<file path="src/cal_seq_regs.vh">
`ifndef CAL_SEQ_REGS_VH
`define CAL_SEQ_REGS_VH
// Register addresses
`define ADDR_SRC_SWITCH_DLY 15'h009a
`define ADDR_SWAP_MUX_SELECT_DELAY 15'h009b
`define ADDR_CAL_CTRL 15'h0060
`define ADDR_CAL_CFG 15'h0061
`define ADDR_LP_SLEEP 15'h0062
`define ADDR_LP_WAKE 15'h0063
`define ADDR_CAL_STATUS 15'h0064
`define ADDR_OFS_BASE 15'h0070
// Control register bit positions
`define CTRL_CAL_EN 0
`define CTRL_SOFT_TRIG 1
`define CTRL_TRIG_SRC 2
`define CTRL_BG_EN 3
`define CTRL_FG_OS 4
`define CTRL_BG_OS 5
`define CTRL_LOW_POWER_BG_ENABLE 6
`define CTRL_LP_MANUAL 7
// Config register bit positions
`define CFG_STAT_SEL 0
`define CFG_OS_REF 1
// Reset values
`define CTRL_RESET 8'h01
`define CFG_RESET 8'h00
`define SRC_DLY_RESET 8'h00
`define MUX_DLY_RESET 8'h00
`define SLEEP_RESET 8'h10
`define WAKE_RESET 8'h04
// Timing counts in clock cycles
`define CORE_CAL_CYCLES 16'h0100
`define OFS_CAL_CYCLES 16'h0040
`define SLEEP_UNIT_CYCLES 16'h0100
`endif

</file>
<file path="src/adc_core_calibration_sequencer.v">
`timescale 1ns/1ns
`include "cal_seq_regs.vh"
module adc_core_calibration_sequencer #(
  parameter DW = 12,
  parameter OW = 8,
  parameter CORE_CAL = `CORE_CAL_CYCLES,
  parameter OFS_CAL = `OFS_CAL_CYCLES,
  parameter SLEEP_UNIT = `SLEEP_UNIT_CYCLES
) (
  input wire clk, // Sampling-domain clock
  input wire reset, // Sync reset, active high
  input wire calibration_pin_trigger, // Trigger pin, asynchronous
  input wire reg_we, // Register write strobe
  input wire reg_re, // Register read strobe
  input wire [14:0] reg_addr, // Register address
  input wire [7:0] reg_wdata, // Register write data
  output reg [7:0] reg_rdata_r, // Register read data
  input wire [4*DW-1:0] adc_data_in, // Converted data, four channels
  input wire [OW-1:0] ofs_estimate, // Offset estimate from measurement
  output reg [4*DW-1:0] adc_data_out_r, // Output data, four channels
  output reg calibration_status_pin, // Status pin
  output reg [5:0] core_power_r, // Core power enables, cores 0..5
  output reg [5:0] core_active_r, // Cores feeding outputs
  output reg [5:0] core_cal_r, // Core under calibration
  output reg [7:0] data_source_switch_delay, // Source switch delay
  output reg [7:0] swap_mux_select_delay // Mux select delay
);
  localparam S_IDLE = 3'd0;
  localparam S_FG = 3'd1;
  localparam S_FG_OS = 3'd2;
  localparam S_SLEEP = 3'd3;
  localparam S_WAKE = 3'd4;
  localparam S_BGCAL = 3'd5;
  localparam S_HOLD = 3'd6;

  reg [7:0] ctrl_r;
  reg [7:0] cfg_r;
  reg [7:0] spare_sleep_delay;
  reg [7:0] spare_wake_delay;
  reg [2:0] state_r;
  reg [23:0] cnt_r;
  reg [1:0] pos_r;
  reg foreground_done_flag_r;
  reg calibration_stopped_flag;
  reg trig_s1, trig_s2, trig_s3, trig_pin_r;
  reg trig_d_r;
  reg [2:0] ofs_core_r;
  reg ofs_we_r;
  reg [2:0] ofs_wr_core_r;
  wire [OW*6-1:0] trims;
  wire background_cal_enable = ctrl_r[`CTRL_BG_EN];
  wire foreground_offset_enable = ctrl_r[`CTRL_FG_OS];
  wire background_offset_enable = ctrl_r[`CTRL_BG_OS];
  wire low_power_bg_enable = ctrl_r[`CTRL_LOW_POWER_BG_ENABLE];
  wire manual_trigger_select = ctrl_r[`CTRL_LP_MANUAL];
  wire spare_offset_reference = cfg_r[`CFG_OS_REF];
  // Source-selected trigger level
  wire trig = ctrl_r[`CTRL_TRIG_SRC] ? trig_pin_r : ctrl_r[`CTRL_SOFT_TRIG];
  wire trig_rise = trig & ~trig_d_r;
  wire lp_manual = low_power_bg_enable & manual_trigger_select;
  // Spare is the idle core of group 0,1,2 (pos 0,1) or 3,4,5 (pos 2,3)
  wire [2:0] spare_core = pos_r[1] ? (!core_active_r[3] ? 3'd3 : !core_active_r[4] ? 3'd4 : 3'd5) :
    (!core_active_r[2] ? 3'd2 : !core_active_r[0] ? 3'd0 : 3'd1);
  // Spare relieves the next core in rotation, so every core gets its turn
  wire [2:0] out_core = (spare_core == 3'd2) ? 3'd0 : (spare_core == 3'd0) ? 3'd1 : (spare_core == 3'd1) ? 3'd2 :
    (spare_core == 3'd3) ? 3'd4 : (spare_core == 3'd4) ? 3'd5 : 3'd3;
  wire [5:0] spare_mask = 6'b000001 << spare_core;
  wire [5:0] out_mask = 6'b000001 << out_core;
  wire [31:0] sleep_prod = spare_sleep_delay * SLEEP_UNIT;
  wire [23:0] sleep_cycles = sleep_prod[23:0];
  wire [23:0] wake_cycles = {16'h0000, spare_wake_delay} + 24'h000001;

  // Three-stage input synchroniser
  always @(posedge clk) begin
    if (reset) begin
      trig_s1 <= 1'b0;
      trig_s2 <= 1'b0;
      trig_s3 <= 1'b0;
      trig_pin_r <= 1'b0;
    end else begin
      trig_s1 <= calibration_pin_trigger;
      trig_s2 <= trig_s1;
      trig_s3 <= trig_s2;
      if (trig_s2 == trig_s3) begin
        trig_pin_r <= trig_s3;
      end
    end
  end

  // Register writes; software trim writes are blocked only in the cycle of a calibration trim update
  always @(posedge clk) begin
    if (reset) begin
      ctrl_r <= `CTRL_RESET;
      cfg_r <= `CFG_RESET;
      spare_sleep_delay <= `SLEEP_RESET;
      spare_wake_delay <= `WAKE_RESET;
      data_source_switch_delay <= `SRC_DLY_RESET;
      swap_mux_select_delay <= `MUX_DLY_RESET;
    end else if (reg_we) begin
      if (reg_addr == `ADDR_CAL_CTRL) begin
        ctrl_r <= reg_wdata;
      end else if (reg_addr == `ADDR_CAL_CFG) begin
        cfg_r <= reg_wdata;
      end else if (reg_addr == `ADDR_LP_SLEEP) begin
        spare_sleep_delay <= reg_wdata;
      end else if (reg_addr == `ADDR_LP_WAKE) begin
        spare_wake_delay <= reg_wdata;
      end else if (reg_addr == `ADDR_SRC_SWITCH_DLY) begin
        data_source_switch_delay <= reg_wdata;
      end else if (reg_addr == `ADDR_SWAP_MUX_SELECT_DELAY) begin
        swap_mux_select_delay <= reg_wdata;
      end
    end
  end

  genvar g;
  generate
    for (g = 0; g < 6; g = g + 1) begin : trim_g
      core_offset_trim #(.W(OW)) u_trim (
        .clk(clk),
        .reset(reset),
        .sw_we(reg_we & (reg_addr == `ADDR_OFS_BASE + g) & ~ofs_we_r),
        .cal_we(ofs_we_r & (ofs_wr_core_r == g)),
        .sw_data(reg_wdata),
        .cal_data(ofs_estimate),
        .trim_r(trims[g*OW +: OW])
      );
    end
  endgenerate

  // Read mux
  always @(posedge clk) begin
    if (reset) begin
      reg_rdata_r <= 8'h00;
    end else if (reg_re) begin
      if (reg_addr == `ADDR_CAL_CTRL) begin
        reg_rdata_r <= ctrl_r;
      end else if (reg_addr == `ADDR_CAL_CFG) begin
        reg_rdata_r <= cfg_r;
      end else if (reg_addr == `ADDR_LP_SLEEP) begin
        reg_rdata_r <= spare_sleep_delay;
      end else if (reg_addr == `ADDR_LP_WAKE) begin
        reg_rdata_r <= spare_wake_delay;
      end else if (reg_addr == `ADDR_SRC_SWITCH_DLY) begin
        reg_rdata_r <= data_source_switch_delay;
      end else if (reg_addr == `ADDR_SWAP_MUX_SELECT_DELAY) begin
        reg_rdata_r <= swap_mux_select_delay;
      end else if (reg_addr == `ADDR_CAL_STATUS) begin
        reg_rdata_r <= {2'b00, pos_r, calibration_stopped_flag, state_r == S_FG || state_r == S_FG_OS,
          foreground_done_flag_r, state_r != S_IDLE};
      end else if (reg_addr >= `ADDR_OFS_BASE && reg_addr < `ADDR_OFS_BASE + 15'd6) begin
        reg_rdata_r <= trims[reg_addr[2:0]*OW +: OW];
      end else begin
        reg_rdata_r <= 8'h00;
      end
    end
  end

  // Calibration sequencer
  always @(posedge clk) begin
    if (reset) begin
      state_r <= S_FG;
      cnt_r <= 24'h000000;
      pos_r <= 2'd0;
      foreground_done_flag_r <= 1'b0;
      calibration_stopped_flag <= 1'b0;
      trig_d_r <= 1'b0;
      ofs_core_r <= 3'd0;
      ofs_wr_core_r <= 3'd0;
      ofs_we_r <= 1'b0;
      core_power_r <= 6'b110011;
      core_active_r <= 6'b110011;
      core_cal_r <= 6'b000000;
    end else begin
      trig_d_r <= trig;
      ofs_we_r <= 1'b0;
      case (state_r)
        S_IDLE: begin
          core_active_r <= 6'b110011;
          core_power_r <= 6'b110011;
          core_cal_r <= 6'b000000;
          calibration_stopped_flag <= 1'b0;
          if (ctrl_r[`CTRL_CAL_EN] && !background_cal_enable && trig_rise) begin
            foreground_done_flag_r <= 1'b0;
            cnt_r <= 24'h000000;
            state_r <= S_FG;
          end else if (ctrl_r[`CTRL_CAL_EN] && background_cal_enable) begin
            foreground_done_flag_r <= 1'b0;
            cnt_r <= 24'h000000;
            state_r <= S_FG;
          end
        end
        S_FG: begin
          core_cal_r <= background_cal_enable ? 6'b111111 : 6'b110011;
          core_power_r <= background_cal_enable ? 6'b111111 : 6'b110011;
          cnt_r <= cnt_r + 24'h000001;
          if (cnt_r == CORE_CAL - 1) begin
            cnt_r <= 24'h000000;
            ofs_core_r <= 3'd0;
            state_r <= foreground_offset_enable ? S_FG_OS : S_SLEEP;
            if (!foreground_offset_enable) begin
              foreground_done_flag_r <= 1'b1;
              state_r <= background_cal_enable ? S_SLEEP : S_IDLE;
            end
          end
        end
        S_FG_OS: begin
          // Six cores with background on, else the four main cores
          cnt_r <= cnt_r + 24'h000001;
          if (cnt_r == OFS_CAL - 1) begin
            cnt_r <= 24'h000000;
            ofs_we_r <= 1'b1;
            ofs_wr_core_r <= ofs_core_r;
            if (ofs_core_r == 3'd5) begin
              foreground_done_flag_r <= 1'b1;
              state_r <= background_cal_enable ? S_SLEEP : S_IDLE;
            end else begin
              ofs_core_r <= (!background_cal_enable && ofs_core_r == 3'd1) ? 3'd4 : ofs_core_r + 3'd1;
            end
          end
        end
        S_SLEEP: begin
          core_cal_r <= 6'b000000;
          core_power_r <= low_power_bg_enable ? core_active_r : (core_active_r | spare_mask);
          calibration_stopped_flag <= 1'b0;
          cnt_r <= cnt_r + 24'h000001;
          if (!background_cal_enable) begin
            state_r <= S_IDLE;
          end else if (!low_power_bg_enable) begin
            cnt_r <= 24'h000000;
            state_r <= S_WAKE;
          end else if (lp_manual) begin
            cnt_r <= 24'h000000;
            if (!trig) begin
              state_r <= S_WAKE;
            end
          end else if (cnt_r >= sleep_cycles) begin
            cnt_r <= 24'h000000;
            state_r <= S_WAKE;
          end
        end
        S_WAKE: begin
          core_power_r <= core_active_r | spare_mask;
          cnt_r <= cnt_r + 24'h000001;
          if (cnt_r >= wake_cycles || !low_power_bg_enable) begin
            cnt_r <= 24'h000000;
            state_r <= S_BGCAL;
          end
        end
        S_BGCAL: begin
          core_cal_r <= spare_mask;
          core_power_r <= core_active_r | spare_mask;
          cnt_r <= cnt_r + 24'h000001;
          if (cnt_r == CORE_CAL - 1) begin
            cnt_r <= 24'h000000;
            calibration_stopped_flag <= 1'b1;
            if (background_offset_enable) begin
              ofs_wr_core_r <= spare_offset_reference ? out_core : spare_core;
              ofs_we_r <= 1'b1;
            end
            state_r <= S_HOLD;
          end
        end
        S_HOLD: begin
          core_cal_r <= 6'b000000;
          if (!lp_manual || trig) begin
            core_active_r <= (core_active_r & ~out_mask) | spare_mask;
            core_power_r <= (core_active_r & ~out_mask) | spare_mask;
            pos_r <= pos_r + 2'd1;
            state_r <= S_SLEEP;
          end
        end
        default: begin
          state_r <= S_IDLE;
        end
      endcase
    end
  end

  // Mid-scale data during foreground cal; status pin select
  always @(posedge clk) begin
    if (reset) begin
      adc_data_out_r <= {4*DW{1'b0}};
      calibration_status_pin <= 1'b0;
    end else begin
      adc_data_out_r <= (state_r == S_FG || state_r == S_FG_OS) ? {4*DW{1'b0}} : adc_data_in;
      calibration_status_pin <= cfg_r[`CFG_STAT_SEL] ? calibration_stopped_flag : foreground_done_flag_r;
    end
  end
endmodule

</file>
<file path="src/core_offset_trim.v">
`timescale 1ns/1ns
// One core's offset trim: software write, calibration update
module core_offset_trim #(
  parameter W = 8
) (
  input wire clk, // Clock
  input wire reset, // Sync reset, active high
  input wire sw_we, // Software write strobe
  input wire cal_we, // Calibration update strobe
  input wire [W-1:0] sw_data, // Software data
  input wire [W-1:0] cal_data, // Calibration data
  output reg [W-1:0] trim_r // Trim value
);
  always @(posedge clk) begin
    if (reset) begin
      trim_r <= {W{1'b0}};
    end else if (cal_we) begin
      trim_r <= cal_data;
    end else if (sw_we) begin
      trim_r <= sw_data;
    end
  end
endmodule

</file>
<file path="config.mk">
export PLATFORM = sky130hd
export DESIGN_NAME = adc_core_calibration_sequencer
export DESIGN_NICKNAME = d
export VERILOG_FILES = /design/src/adc_core_calibration_sequencer.v /design/src/core_offset_trim.v
export VERILOG_INCLUDE_DIRS = /design/src
export SDC_FILE = /design/constraint.sdc
export NUM_CORES = 1
export LEC_CHECK = 0
export BUFFER_PORTS_ARGS = -buffer_cell sky130_fd_sc_hd__buf_4
export CELL_PAD_IN_SITES_DETAIL_PLACEMENT = 1
export CELL_PAD_IN_SITES_GLOBAL_PLACEMENT = 2
export CORE_UTILIZATION = 34
export CTS_CLUSTER_SIZE = 25
export DETAILED_ROUTE_END_ITERATION = 16
export PLACE_DENSITY_LB_ADDON = 0.1
export SLEW_MARGIN = 10
export SYNTH_ARGS = -nofsm -noshare
export SYNTH_HDL_FRONTEND = slang
export SYNTH_SLANG_ARGS = --single-unit
</file>
<file path="constraint.sdc">
create_clock -name clk -period 4.08 [get_ports clk]
set_input_delay 0 -clock clk [delete_from_list [all_inputs] [get_ports clk]]
set_output_delay 0 -clock clk [all_outputs]
set_load 0.005 [all_outputs]
</file>
==> results_dict.tcl <==
set metrics [dict create \
    status "complete, no violations" \
    rows 63 \
    switching_share 0.230 \
    post_cts_buffers 0 \
    die_area_sq_um 31200 \
    via_per_inst 5.27 \
    post-route-drc-count 0 \
    ys_warn_count 0 \
    grt.total_usage 0.224 \
    nFillCells 3401 \
    ios 175 \
    via_count 9326 \
    ir_drop_v 0.000300 \
    postRouteWirelength_mm 35.1 \
    slew_headroom 0.352 \
    switchingPower_mw 1.14 \
    dpl.hpwl_mm 24.1 \
    antenna_found_initial 0 \
    max_freq_ghz 0.283 \
    clock_skew_ns 0.0138 \
    die_x_um 177 \
    maxCapViolCount 0 \
    cp_top_family "compound AO/OA/AOI/OAI gates" \
    antennaDiodeCount 0 \
    post-synth-top-area-cell "dfxtp_1" \
    drtIter0Drc 450 \
    cp-startpoint "spare_wake_delay[0]" \
    clockPowerShare 0.491 \
    core_region_area_sq_um 29900 \
    clockBufferDepth 3 \
    synth_most_common_cell "dfxtp_1" \
    ys_seq_elements 214 \
    ys_top_cells_by_count "dfxtp_1, nor2_1, mux2i_1, nand2_1, a21oi_1" \
    wl_per_cell_um 19.9 \
    async_flop_share 0 \
    ys_types 75 \
    synth_area_leaders "dfxtp_1, mux2i_1, nor2_1" \
    grt_max_degree 65 \
    maxSlewViolCount 0 \
    rsz0062_at_grt "no" \
    fin_cells 1768 \
    synth_edf_count 0 \
    postRouteAntennaNets 0 \
    p_comb_frac 0.078 \
    p_int_mw 3.83 \
    avgSynthCellArea_sq_um 9.09 \
    cp.arrival_ns 3.98 \
    critPathBufInv 1 \
    whs_path_depth 5 \
    gp_congestion 0.837 \
    fp.dieH_um 177 \
    slowest_delay_ns 0.55 \
    drive_above_1_share 0.208 \
    fin_nets 1466 \
    worstPathMaxFanout 16 \
    ys.flop_type "dfxtp_1" \
    fin_tns_setup_ns 0 \
    worstPathCellList "ha_1 -> nand3_1 -> nor2_1 -> nand3_1 -> ha_1 -> a2111o_1 -> a2111oi_0 -> o21a_1 -> o31a_1 -> buf_4 -> a21oi_1 -> mux2i_1" \
    synth_nets 1248 \
    dp.cells 1649 \
    final-seq-area_sq_um 4280 \
    finalCritPeriodShare 0.867 \
    grt_pass1_vias 9544 \
    cts.hold.buffers_added 73 \
    setup_viol 0 \
    seq_power_share 0.431 \
    grt_pass1_wl_mm 54.7 \
    hold_path_class "in2reg" \
    endpoint "cnt_r[2]" \
    crit_type "reg2reg" \
    crit_required_ns 4.53 \
    fin_hold_ws_ns 0.0593 \
    cts_tree "yes" \
    firstDrtPassIters 5 \
    fin_util 0.454 \
    cts.sinks 214 \
    reg2regPathDepth 12 \
    clk_latency_ns 0.53 \
    start_kind "register" \
    slowest_stage "o31a_1" \
    total_leakage_power_nw 5.59 \
    cts_resized 0 \
    htree_num_levels 1 \
    synthToLayoutAreaGrowth_pct 30.5 \
    port_buffers 174 \
    rrSetupSlack_ns 0.54 \
    cp.depth 12 \
    reg2reg_to "cnt_r[2]" \
    multi_input_area_sq_um 5610 \
    tightest_slew_ns 0.970 \
    cts_made_buffers 26 \
    syn_inst 1142 \
    reg2reg_from "spare_wake_delay[0]" \
    hold_viol_final 0 \
    seq_area_frac_synth 0.413 \
    grt.overflow.total 0 \
    cts-root-buf "clkbuf_16" \
    synth_top_area_frac 0.413 \
    path_clk_slew_ns 0.06 \
    fin_crit_ns 3.54 \
    synth_area_sq_um 10400 \
    p_per_area_nw_per_um2 367 \
    initial_utilization 0.348 \
    critPathCaptureType "register" \
]
## how the worst min path moves through the flow
stage	startpoint	to	slack (ns)
floorplan	adc_data_in[0]	adc_data_out_r[0]	0.12
global placement	adc_data_in[32]	adc_data_out_r[32]	0.20
detailed placement	adc_data_in[33]	adc_data_out_r[33]	0.21
CTS	reg_addr[2]	reg_rdata_r[4]	0.03
global route	reg_addr[2]	reg_rdata_r[4]	0.08
finish	reg_addr[2]	reg_rdata_r[4]	0.06
## flip-flops by register name, summed over array words and instances (netlist names), 8 cells and up
register,flops
ctrl_r,8
cnt_r,24
cfg_r,8
data_source_switch_delay,8
trim_g.u_trim.trim_r,48
reg_rdata_r,8
swap_mux_select_delay,8
spare_wake_delay,8
spare_sleep_delay,8
adc_data_out_r,48
## power by group through the flow
| stage | Combinational, mW | Sequential (mW) | Clock, mW |
|---|---|---|---|
| 5_1_grt | 0.421 | 2.15 | 2.58 |
| 6_report | 0.388 | 2.14 | 2.44 |
| 4_1_cts | 0.388 | 2.14 | 2.50 |
| 3_3_place_gp | 0.325 | 2.19 | 0 |
| 2_1_floorplan | 0.170 | 2.18 | 0 |
| 3_5_place_dp | 0.330 | 2.19 | 0 |
## cells by family after synthesis
group | synth area share
AO/OA/AOI/OAI | 0.158
XOR/XNOR | 0.0127
adder cells (fa/ha/maj) | 0.0265
buffers and inverters | 0.0478
flip-flops | 0.413
multiplexers | 0.142
AND/OR/NAND/NOR | 0.201
## metal layers
layer  vias to the layer above  track usage  wire length [um]
met4                         0       0.0639               907
met3                        52       0.0322              1330
met5                         -            0                 0
li1                       4516            -                 -
met2                       197        0.367             16100
met1                      4561        0.305             16800
## tightest hold or removal path, delay by kind of cell
family                 cells  cell delay (ns)
and+or+nand+nor            2             0.16
AOI/OAI and AO/OA          2             0.25
buffers and inverters      1             0.13
## cell usage in the layout (no fill, tap or decap), types with 8 or more instances in the layout
master	Yosys	routed
xor2_1	8	8
nand3_1	32	32
a211oi_1	43	43
nor2_1	161	160
a22oi_1	14	14
a22o_1	8	8
nand2_1	77	77
clkbuf_16	0	27
and3_1	10	10
nand2b_1	10	10
buf_4	0	189
nor2b_1	11	11
a21oi_1	66	66
dlygate4sd3_1	0	73
o21ai_0	32	32
mux2_2	9	9
inv_1	31	31
and2_1	53	53
mux2i_1	103	103
dfxtp_1	214	214
ha_1	22	22
nor3_1	14	14
mux4_2	15	15
## final cells by class
class	instances	share of cell area
Inverter	33	0.00914
Clock buffer	41	0.0589
Sequential cell	214	0.316
Clock inverter	5	0.00738
Timing Repair Buffer	262	0.159
Tap cell	390	0.0360
Multi-Input combinational cell	823	0.414
## through the flow
stage          instance area, sq um  total power [mW]  setup slack, ns
3_3_place_gp                  11900              2.51            0.686
4_1_cts                       13600              5.03            0.536
6_report                      13600              4.97            0.544
2_1_floorplan                 10400              2.35             1.23
5_1_grt                       13600              5.15            0.259
3_5_place_dp                  11900              2.52            0.557
(Power assumes the default switching activity.)
